### config.mk
export PLATFORM = sky130hd
export DESIGN_NAME = fmt_cmd_handler
export DESIGN_NICKNAME = d
export VERILOG_FILES = /design/src/logic/fmt_cmd_pkg.sv /design/src/logic/crc_acc.sv /design/src/logic/fmt_cmd_handler.sv
export VERILOG_INCLUDE_DIRS = /design/src /design/src/logic
export SDC_FILE = /design/constraint.sdc
export NUM_CORES = 1
export LEC_CHECK = 0
export BUFFER_PORTS_ARGS = -buffer_cell sky130_fd_sc_hd__buf_2
export CORE_ASPECT_RATIO = 0.7
export CORE_MARGIN = 1
export CORE_UTILIZATION = 35
export DETAILED_ROUTE_END_ITERATION = 10
export HOLD_SLACK_MARGIN = 0.05
export PLACE_DENSITY = 0.66
export SLEW_MARGIN = 20
export SYNTH_ARGS = -nofsm -noshare
export SYNTH_HDL_FRONTEND = slang
export SYNTH_HIERARCHICAL = 1
export SYNTH_SLANG_ARGS = --single-unit
### constraint.sdc
create_clock -name clk_in -period 3.3 [get_ports clk_in]
set_input_delay 0.66 -clock clk_in [delete_from_list [all_inputs] [get_ports clk_in]]
set_output_delay 0.66 -clock clk_in [all_outputs]
set_load 0.01 [all_outputs]
### src/logic/fmt_cmd_defs.svh
// constants for the format id / format gate command handler
// assumes byte-wide framed host link, 100 MHz clock
`ifndef FMT_CMD_DEFS_SVH
`define FMT_CMD_DEFS_SVH

`define CMD_START_BYTE     8'haa
`define STAT_START_BYTE    8'hbb
`define CAT_FACTORY        8'h0f
`define OP_FULL_RESET      8'h01
`define OP_READ_ID         8'h02
`define OP_GATE            8'h03
`define GATE_CLEAR_VAL     8'h00
`define GATE_SET_VAL       8'h01
`define REPLY_KIND_ID      8'h60
`define RES_OK_HI          8'h00
`define RES_OK_LO          8'h00
`define RES_TAG_MISS_HI    8'h00
`define RES_TAG_MISS_LO    8'h71
`define GATE_WORD_SET      32'h0000_0001
`define GATE_WORD_ERASED   32'h0fff_ffff
`define TAG_ID_ERASED      32'hffff_ffff
`define CRC_POLY           16'h8408
`define CRC_INIT           16'h0000
`define UNIT_ADDR_RST      8'h01
`define ID_LEN             3'd4
`define REPLY_ID_LEN       4'd9
`define REPLY_STAT_LEN     4'd6
`define TAG_MISS_GAP_NS    1000
`define TAG_MISS_GAP_CYC   (((`TAG_MISS_GAP_NS) + 9) / 10)

`endif

### src/logic/fmt_cmd_pkg.sv
// types for the format id / format gate command handler
// assumes fmt_cmd_defs.svh is on the include path
package fmt_cmd_pkg;
  typedef logic [7:0] byte_t;

  // storage write request toward nonvolatile memory
  typedef struct packed {
    logic        gate_we;
    logic [31:0] gate_word;
    logic        tag_we;
    logic [31:0] tag_word;
  } store_wr_s;

  typedef enum logic [2:0] {
    P_START, P_ADDR, P_CAT, P_OP, P_PARAM
  } parse_e;
endpackage : fmt_cmd_pkg

### src/logic/crc_acc.sv
// running 16-bit integrity checksum over transmitted bytes
// assumes one byte per enable cycle, cleared before each frame
`timescale 1ns/1ps
`include "fmt_cmd_defs.svh"
module crc_acc
  import fmt_cmd_pkg::*;
(
  input  wire logic        clk_in,
  input  wire logic        rst_b_in,
  input  wire logic        ce_in,
  input  wire logic        clear_in,
  input  wire logic        add_in,
  input  wire byte_t       data_in,
  output logic      [15:0] crc_out
);
  // ==========================================================
  // byte update, reflected polynomial
  function automatic logic [15:0] crc_step(input logic [15:0] c, input byte_t d);
    logic [15:0] x;
    x = c ^ {8'h00, d};
    for (int i = 0; i < 8; i++) begin
      x = x[0] ? ((x >> 1) ^ `CRC_POLY) : (x >> 1);
    end
    return x;
  endfunction : crc_step

  wire logic [15:0] crc_nxt = clear_in ? `CRC_INIT : (add_in ? crc_step(crc_out, data_in) : crc_out);

  always_ff @(posedge clk_in or negedge rst_b_in) begin
    if (!rst_b_in) crc_out <= `CRC_INIT;
    else if (ce_in) crc_out <= crc_nxt;
  end
endmodule : crc_acc

### src/logic/fmt_cmd_handler.sv
// format id read and format gate command handler, byte-stream framed host link
// assumes bytes arrive as one-cycle strobes synchronous to clk_in and tx_ready_in paces the reply
`timescale 1ns/1ps
`include "fmt_cmd_defs.svh"
module fmt_cmd_handler
  import fmt_cmd_pkg::*;
(
  input  wire logic        clk_in,
  input  wire logic        rst_b_in,
  input  wire logic        ce_in,
  input  wire byte_t       unit_addr_in,
  input  wire logic        rx_valid_in,
  input  wire byte_t       rx_data_in,
  input  wire logic        tx_ready_in,
  input  wire logic [31:0] stored_id_in,
  input  wire logic [31:0] stored_gate_in,
  input  wire logic        tag_read_in,
  input  wire logic        reset_done_in,
  output logic             tx_valid_out,
  output byte_t            tx_data_out,
  output logic             tx_last_out,
  output store_wr_s        store_wr_out,
  output logic             full_reset_req_out,
  output logic             tag_wanted_out,
  output logic             gate_state_out
);
  // ==========================================================
  // command parser
  parse_e      pstate_r;
  byte_t       op_r;
  logic        addr_ok_r;
  logic        cat_ok_r;

  // tag the action that a completed header or parameter byte starts
  wire logic hdr_done   = rx_valid_in && (pstate_r == P_OP);
  wire logic frame_ours = addr_ok_r && cat_ok_r;
  wire logic go_read    = hdr_done && frame_ours && (rx_data_in == `OP_READ_ID);
  wire logic go_reset   = hdr_done && frame_ours && (rx_data_in == `OP_FULL_RESET);
  wire logic need_param = hdr_done && frame_ours && (rx_data_in == `OP_GATE);
  wire logic param_in   = rx_valid_in && (pstate_r == P_PARAM);
  wire logic go_set     = param_in && (rx_data_in == `GATE_SET_VAL);
  wire logic go_clear   = param_in && (rx_data_in == `GATE_CLEAR_VAL);

  // trailing check bytes are optional, so after the last field the parser simply hunts for a new start byte
  always_ff @(posedge clk_in or negedge rst_b_in) begin
    if (!rst_b_in) begin
      pstate_r  <= P_START;
      op_r      <= 8'h00;
      addr_ok_r <= 1'b0;
      cat_ok_r  <= 1'b0;
    end else if (ce_in && rx_valid_in) begin
      case (pstate_r)
        P_START: if (rx_data_in == `CMD_START_BYTE) pstate_r <= P_ADDR;
        P_ADDR: begin
          addr_ok_r <= (rx_data_in == unit_addr_in);
          pstate_r  <= P_CAT;
        end
        P_CAT: begin
          cat_ok_r <= (rx_data_in == `CAT_FACTORY);
          pstate_r <= P_OP;
        end
        P_OP: begin
          op_r     <= rx_data_in;
          pstate_r <= need_param ? P_PARAM : P_START;
        end
        P_PARAM: pstate_r <= P_START;
        default: pstate_r <= P_START;
      endcase
    end
  end

  // ==========================================================
  // format gate state and storage writes
  logic gate_set_r;
  logic tag_seen_r;
  logic gate_loaded_r;

  wire logic tag_missing = gate_loaded_r && !gate_set_r && !tag_seen_r;

  // gate word is caught from storage on the first enabled cycle after reset release
  always_ff @(posedge clk_in or negedge rst_b_in) begin
    if (!rst_b_in) begin
      gate_set_r    <= 1'b1;
      tag_seen_r    <= 1'b0;
      gate_loaded_r <= 1'b0;
      store_wr_out  <= '0;
    end else if (ce_in) begin
      store_wr_out <= '0;
      if (!gate_loaded_r) begin
        gate_loaded_r <= 1'b1;
        gate_set_r    <= (stored_gate_in == `GATE_WORD_SET);
      end
      if (go_set) begin
        gate_set_r             <= 1'b1;
        store_wr_out.gate_we   <= 1'b1;
        store_wr_out.gate_word <= `GATE_WORD_SET;
        store_wr_out.tag_we    <= 1'b1;
        store_wr_out.tag_word  <= `TAG_ID_ERASED;
      end else if (go_clear) begin
        gate_set_r             <= 1'b0;
        tag_seen_r             <= 1'b0;
        store_wr_out.gate_we   <= 1'b1;
        store_wr_out.gate_word <= `GATE_WORD_ERASED;
      end else if (tag_read_in && !gate_set_r) begin
        tag_seen_r <= 1'b1;
      end
    end
  end

  // ==========================================================
  // reply framer
  typedef enum logic [1:0] {R_IDLE, R_ID, R_STAT} reply_e;
  reply_e      rstate_r;
  logic [3:0]  ridx_r;
  byte_t       rres_lo_r;
  logic [31:0] id_r;
  logic [$clog2(`TAG_MISS_GAP_CYC+1)-1:0] gap_r;
  logic [15:0] crc_val;

  // repeated tag-missing reports are spaced so a stalled host is not flooded
  wire logic gap_done  = (gap_r == '0);
  wire logic want_miss = tag_missing && gap_done;
  wire logic busy      = (rstate_r != R_IDLE);
  wire logic last_idx  = (rstate_r == R_ID) ? (ridx_r == `REPLY_ID_LEN - 4'd1)
                                            : (ridx_r == `REPLY_STAT_LEN - 4'd1);
  wire logic tx_take   = tx_valid_out && tx_ready_in;

  // byte picked for the current reply slot
  function automatic byte_t reply_byte(input reply_e k, input logic [3:0] i, input byte_t a,
                                       input logic [31:0] id, input byte_t lo, input logic [15:0] c);
    byte_t b;
    b = 8'h00;
    if (k == R_ID) begin
      case (i)
        4'd0: b = `CMD_START_BYTE;
        4'd1: b = a;
        4'd2: b = `REPLY_KIND_ID;
        4'd3: b = id[31:24];
        4'd4: b = id[23:16];
        4'd5: b = id[15:8];
        4'd6: b = id[7:0];
        4'd7: b = c[15:8];
        default: b = c[7:0];
      endcase
    end else begin
      case (i)
        4'd0: b = `STAT_START_BYTE;
        4'd1: b = a;
        4'd2: b = `RES_OK_HI;
        4'd3: b = lo;
        4'd4: b = c[15:8];
        default: b = c[7:0];
      endcase
    end
    return b;
  endfunction : reply_byte

  wire logic  slot_is_crc = (rstate_r == R_ID) ? (ridx_r >= 4'd7) : (ridx_r >= 4'd4);
  wire byte_t next_byte   = reply_byte(rstate_r, ridx_r, unit_addr_in, id_r, rres_lo_r, crc_val);

  // checksum runs over every non-check byte as it leaves
  crc_acc u_crc (
    .clk_in   (clk_in),
    .rst_b_in (rst_b_in),
    .ce_in    (ce_in),
    .clear_in (!busy),
    .add_in   (tx_take && !slot_is_crc),
    .data_in  (tx_data_out),
    .crc_out  (crc_val)
  );

  // one reply in flight; a request that lands while busy is dropped, the host must wait
  always_ff @(posedge clk_in or negedge rst_b_in) begin
    if (!rst_b_in) begin
      rstate_r  <= R_IDLE;
      ridx_r    <= 4'd0;
      rres_lo_r <= 8'h00;
      id_r      <= 32'h0000_0000;
      gap_r     <= '0;
    end else if (ce_in) begin
      if (!gap_done) gap_r <= gap_r - 1'b1;
      case (rstate_r)
        R_IDLE: begin
          ridx_r <= 4'd0;
          if (go_read) begin
            id_r     <= stored_id_in;
            rstate_r <= R_ID;
          end else if (reset_done_in) begin
            rres_lo_r <= `RES_OK_LO;
            rstate_r  <= R_STAT;
          end else if (want_miss) begin
            rres_lo_r <= `RES_TAG_MISS_LO;
            rstate_r  <= R_STAT;
            gap_r     <= ($bits(gap_r))'(`TAG_MISS_GAP_CYC);
          end
        end
        R_ID, R_STAT: if (tx_take) begin
          ridx_r <= ridx_r + 4'd1;
          if (tx_last_out) rstate_r <= R_IDLE;
        end
        default: rstate_r <= R_IDLE;
      endcase
    end
  end

  // registered transmit byte; reloaded after every accepted byte except the last, which drops tx_valid_out instead
  always_ff @(posedge clk_in or negedge rst_b_in) begin
    if (!rst_b_in) begin
      tx_valid_out <= 1'b0;
      tx_data_out  <= 8'h00;
      tx_last_out  <= 1'b0;
    end else if (ce_in) begin
      if (busy && (!tx_valid_out || tx_take) && !(tx_take && tx_last_out)) begin
        tx_valid_out <= !(tx_take && last_idx) || 1'b0;
        tx_data_out  <= tx_take ? reply_byte(rstate_r, ridx_r + 4'd1, unit_addr_in, id_r, rres_lo_r,
                                             crc_acc_peek(crc_val, tx_data_out, !slot_is_crc)) : next_byte;
        tx_last_out  <= tx_take ? ((rstate_r == R_ID) ? (ridx_r + 4'd1 == `REPLY_ID_LEN - 4'd1)
                                                      : (ridx_r + 4'd1 == `REPLY_STAT_LEN - 4'd1))
                                : last_idx;
      end else if (tx_take) begin
        tx_valid_out <= 1'b0;
        tx_last_out  <= 1'b0;
      end
    end
  end

  // checksum as it will stand once the byte now leaving has been added
  function automatic logic [15:0] crc_acc_peek(input logic [15:0] c, input byte_t d, input logic add);
    logic [15:0] x;
    x = c;
    if (add) begin
      x = c ^ {8'h00, d};
      for (int i = 0; i < 8; i++) begin
        x = x[0] ? ((x >> 1) ^ `CRC_POLY) : (x >> 1);
      end
    end
    return x;
  endfunction : crc_acc_peek

  // ==========================================================
  // status outputs; the gate command itself never starts the framer
  always_ff @(posedge clk_in or negedge rst_b_in) begin
    if (!rst_b_in) begin
      full_reset_req_out <= 1'b0;
      tag_wanted_out     <= 1'b0;
      gate_state_out     <= 1'b1;
    end else if (ce_in) begin
      full_reset_req_out <= go_reset;
      tag_wanted_out     <= tag_missing;
      gate_state_out     <= gate_set_r;
    end
  end
endmodule : fmt_cmd_handler

Word level (Yosys, flattened, before mapping):

Cells that the tools add are included.

* logic and storage cells: 174
* memories kept: 0
* register bits after elaboration: 156
* bits in writable memories: 0
* bits in latches: 0
* ROM bits: 0

* shifts and indexed selects: 0
* add/sub/neg operators: 2
* eq/ne operators: 35
* multiply operators: 0
* mux-type cells: 51
* divide/modulo/power cells: 0
* reduce and logical (&&, ||, !) cells: 51
* bitwise operators: 11
* magnitude comparators: 2

Operators with widths (number)
* $mux 16: 11
* $pmux 8 s8: 2
* $mux 33: 3
* $pmux 8 s5: 2
* $mux 8: 5
* $mux 7: 5
* $eq 32x1->1 const B: 1
* $eq 4x3->1 const B: 8
* $not 2->3: 8
* $logic_and 1x1->1: 20
* $eq 4x2->1 const B: 4
* $eq 8x2->1 const B: 2
* $xor 16x8->16: 1
* $reduce_and 2->1: 7
* $mux 1: 12
* $pmux 3 s4: 1
* $mux 2: 5
* $reduce_bool 2->1: 5
* $reduce_and 3->1: 3
* $eq 4x1->1 const B: 2
* $eq 4x4->1 const B: 2
* $eq 8x1->1 const B: 1
* $eq 8x4->1 const B: 1
* $eq 8x8->1: 1
* other kinds (27): 40

Longest topological paths before layout:

* depth after elaboration: 21
* gate-level depth with buffers: 11
* gate-level depth less buffers: 8

Modules after synthesis:

Netlist, hierarchy kept.

Modules (own cells, without submodules)
* fmt_cmd_handler: cells an instance 670, area an instance 5883.1 µm², instances 1
* crc_acc: cells an instance 76, area an instance 949.7 µm², instances 1

Least setup slack after synthesis:

OpenSTA, ideal clock, no wires.

* path kind: register to register
* from: register ridx_r[1]
* to: register tx_data_out[6]
* arrival: 2.242 ns
* stages on the path, launching flop included: 11
* setup slack: 0.955 ns
* required time: 3.196 ns
* clock period less this slack: 2.345 ns
* setup time: 0.104 ns
* path through: dfrtp_1 -> buf_2 -> inv_1 -> ha_1 -> clkbuf_1 -> or4bb_1 -> o41ai_2 -> a22oi_1 -> o21ai_0 -> o221ai_1 -> a221oi_1

* longest elaborated chain between the ends: 6
* elaborated cells between the ends (all ways): 28

Ends and longest elaborated chain
* from (decl): line fmt_cmd_handler.sv:114 `logic [3:0] ridx_r;`
* from (signal assigned): line fmt_cmd_handler.sv:198 `ridx_r <= ridx_r + 4'd1;`
* $ge 4x3->1: line fmt_cmd_handler.sv:158 `wire logic slot_is_crc = (rstate_r == R_ID) ? (ridx_r >= 4'd7) : (ridx_r >= 4'd4);`
* $mux 1: line fmt_cmd_handler.sv:158
* $mux 16: line fmt_cmd_handler.sv:231 `if (add) begin`
* $pmux 8 s8 or $pmux 8 s5 (tied branches): line fmt_cmd_handler.sv:134, fmt_cmd_handler.sv:146
* $mux 8: line fmt_cmd_handler.sv:133 `if (k == R_ID) begin`
* $mux 8 (*): line fmt_cmd_handler.sv:215 `tx_data_out <= tx_take ? reply_byte(rstate_r, ridx_r + 4'd1, unit_addr_in, id_r, rres_lo_r,`
* to (signal assigned): line fmt_cmd_handler.sv:215
* to (decl): line fmt_cmd_handler.sv:20 `output byte_t tx_data_out,`

Every way passes the cells marked *; elsewhere a longest branch is shown, timed or not.
A chain may end at the register's enable or synchronous reset.

Worst setup path after layout:

* from: register ridx_r[0]
* to: register tx_data_out[0]

The elaborated chain is that of the path after synthesis.

==> impl_metrics.toml <==
[cells_and_area]
drive_above_1_share_pct = 31.9
final_cell_mix = "buf_2 (160), dfrtp_1 (84), nand2_1 (74), a21oi_1 (38), mux2_2 (38)"
final_cells = 1110
nets = 937
finish.instance_area_um2 = 7820
antenna_cells = 0
areaGrowthSynthToFinish_pct = 14.5
final_common_cell = "buf_2"
num-fill-cells = 1888

[die]
die_w_um = 169
io_pins = 166
die_h_um = 119
placement_rows = 42
die_area_um2 = 20100
core_um2 = 19000
initial_core_util_pct = 35.9

[cts]
post_cts_resized = 0
cts.clk_slew.worst_paths_ns = 0.07
cts-hold-fix-buffers = 0
cts_root_buf = "clkbuf_16"
tritoncts = "yes"
cts_setup_buffers = 0
cts_buffers = 9
cts_buffer_depth = 2
clk_latency_ns = 0.36
htreeDepth = 3
clock_sinks = 86

[placement]
gp_congestion = 0.967
portBuffers = 161
hpwl_mm = 16.3
dp.cells = 1094
placed_cell_area_um2 = 7530

[synth]
yosys_warnings = 6
synth_top_area_share_pct = 30.8
synthCells = 746
netlist_area_um2 = 6830
synthArstFlopShare_pct = 100
synth-main-ff-cell = "dfrtp_1"
synth-seq-area-share_pct = 31.5
synth_area_leaders = "dfrtp_1 (31%), buf_4 (6.9%), mux2_2 (6.3%)"
synth_seq_cells = 86
syn_area_per_cell_um2 = 9.16
synth_area_leader_cell = "dfrtp_1"
synth-edff-count = 0
ys_types = 81

[worst_setup_path]
required_ns = 3.53
path_max_fanout = 16
crit_path_end_kind = "flop"
rr_startpoint = "ridx_r[0]"
r2r_cells = 9
cp.arrival_ns = 3.18
worstReg2RegEnd = "tx_data_out[0]"
r2r_slack_ns = 0.35
critPathKind = "flop to flop"
start_kind = "flop"

[global_route]
grt_pass1_vias = 5805
antenna_found_initial = 0
grt_pass1_wl_mm = 32.9
grt_max_degree = 50
grt_use_total_pct = 21.2
gr-total-overflow = 0

[power_and_ir_drop]
internal_power_w = 0.00374
ir_worst_vdd_mv = 0.311
p_switching_w = 0.00337
switching_share_pct = 47.4
seq_power_share_pct = 24.1
fin_total_pwr_w = 0.00711
power_leakage_nw = 3.57
pwr-share-clk_pct = 14.5
p_per_area_nw_per_um2 = 909
p_comb_share_pct = 61.4

[timing]
slew_headroom_pct = 36.8
rsz0062_at_grt = "no"
tns_ns = 0
finClkSkew_ns = 0.00514
post-route-period-util_pct = 89.3
drv_slew = 0
max_freq_mhz = 339
fin_crit_ns = 2.95
tightest_slew_ns = 0.946
setup_viol = 0
hold_viol = 0

[drt]
first_pass_iters = 5
final_antenna_net_count = 0
vias = 6279
dr_wl_met3_mm = 2.10
dr.first_iter.drc_count = 717
highest_layer = "met4"
vias_per_cell = 5.66
wl_per_cell_um = 19.3
drt_wl_total_mm = 21.4
drt-met1-wl_mm = 9.89
route.met2.wl_mm = 9.00
post-route-drc-count = 0

[outcome]
status = "completed"

[run]
maxCapViolCount = 0

[min_path]
hold_path_class = "primary input to async pin"
-- cell families after synthesis --
| family | count (synthesis) | synth area share (%) |
|---|---|---|
| AO/OA/AOI/OAI | 211 | 22.3 |
| AND/OR/NAND/NOR | 197 | 14.4 |
| buffers and inverters | 129 | 11.0 |
| flip-flops | 86 | 31.5 |
| XOR/XNOR | 61 | 10.7 |
| multiplexers | 52 | 8.33 |
| adder cells (fa/ha/maj) | 9 | 1.65 |
| other | 1 | 0.0549 |
-- cell type report --
type	count	area, µm²	area share (%)
Clock buffer	10	239	3.06
Clock inverter	6	52.6	0.672
Tap cell	264	330	4.22
Multi-Input combinational cell	534	3940	50.4
Inverter	22	82.6	1.06
Sequential cell	86	2150	27.5
Timing Repair Buffer	188	1020	13.1
-- worst max-delay path by stage --
stage,start,endpoint,slack (ns)
after floorplan,ridx_r[1],tx_data_out[6],0.95
after global placement,ridx_r[0],tx_data_out[5],0.45
after detailed placement,ridx_r[0],tx_data_out[0],0.46
after CTS,ridx_r[0],tx_data_out[0],0.45
after global routing,ridx_r[1],tx_data_out[0],0.12
final,ridx_r[0],tx_data_out[0],0.35
-- through the flow --
stage                     utilization [%]  setup slack [ns]  hold slack [ns]
after global placement               39.6             0.445            0.474
after CTS                            41.1             0.447            0.312
after detailed placement             39.6             0.463            0.470
after floorplan                         -             0.955            0.364
after global routing                 41.1             0.122            0.330
final                                41.1             0.353            0.283
-- power groups by stage --
stage | clock network (W) | logic, W | registers [W]
after floorplan | 0 | 0.00323 | 0.00157
after global placement | 0 | 0.00426 | 0.00172
after detailed placement | 0 | 0.00425 | 0.00172
after CTS | 0.00104 | 0.00426 | 0.00171
after global routing | 0.00109 | 0.00470 | 0.00175
final | 0.00103 | 0.00436 | 0.00172
-- per-layer routing --
metal	track usage [%]	vias up
met3	5.05	42
met1	30.9	2993
met4	5.91	0
met5	0	-
li1	-	2884
met2	31.0	360
-- flip-flops by register name, indices dropped and copies added (netlist names), 2 cells and up --
signal,flops
gap_r,7
id_r,32
pstate_r,3
ridx_r,4
rstate_r,2
store_wr_out,3
tx_data_out,8
u_crc/crc_out,16
-- critical path, stage by stage, from the launching register on --
cell and delay, ns:
dfrtp_1 0.55, ha_1 0.57, buf_4 0.29, buf_4 0.18, nor4_1 0.06, nor3_1 0.35
nand2_1 0.25, o221a_2 0.29, o32ai_1 0.21, a31oi_1 0.08
-- Yosys cell counts (5+ instances only) --
library cell / n
a211oi_1: 5
a21oi_1: 38
a221oi_1: 7
a22o_1: 8
a22oi_1: 13
a31oi_1: 12
a32oi_1: 6
buf_1: 5
buf_2: 15
buf_4: 63
clkbuf_1: 22
dfrtp_1: 84
ha_1: 9
inv_1: 22
mux2_2: 38
mux2i_1: 13
nand2_1: 74
nand2b_1: 11
nand3_1: 17
nand4_1: 8
nor2_1: 30
nor3_1: 15
nor4_1: 11
o211ai_1: 11
o21a_1: 5
o21ai_0: 31
o21ai_1: 11
o221ai_1: 10
o22ai_1: 8
o32ai_1: 5
xnor2_1: 37
xnor3_1: 9
xor2_1: 9
(Power assumes the default switching activity.)
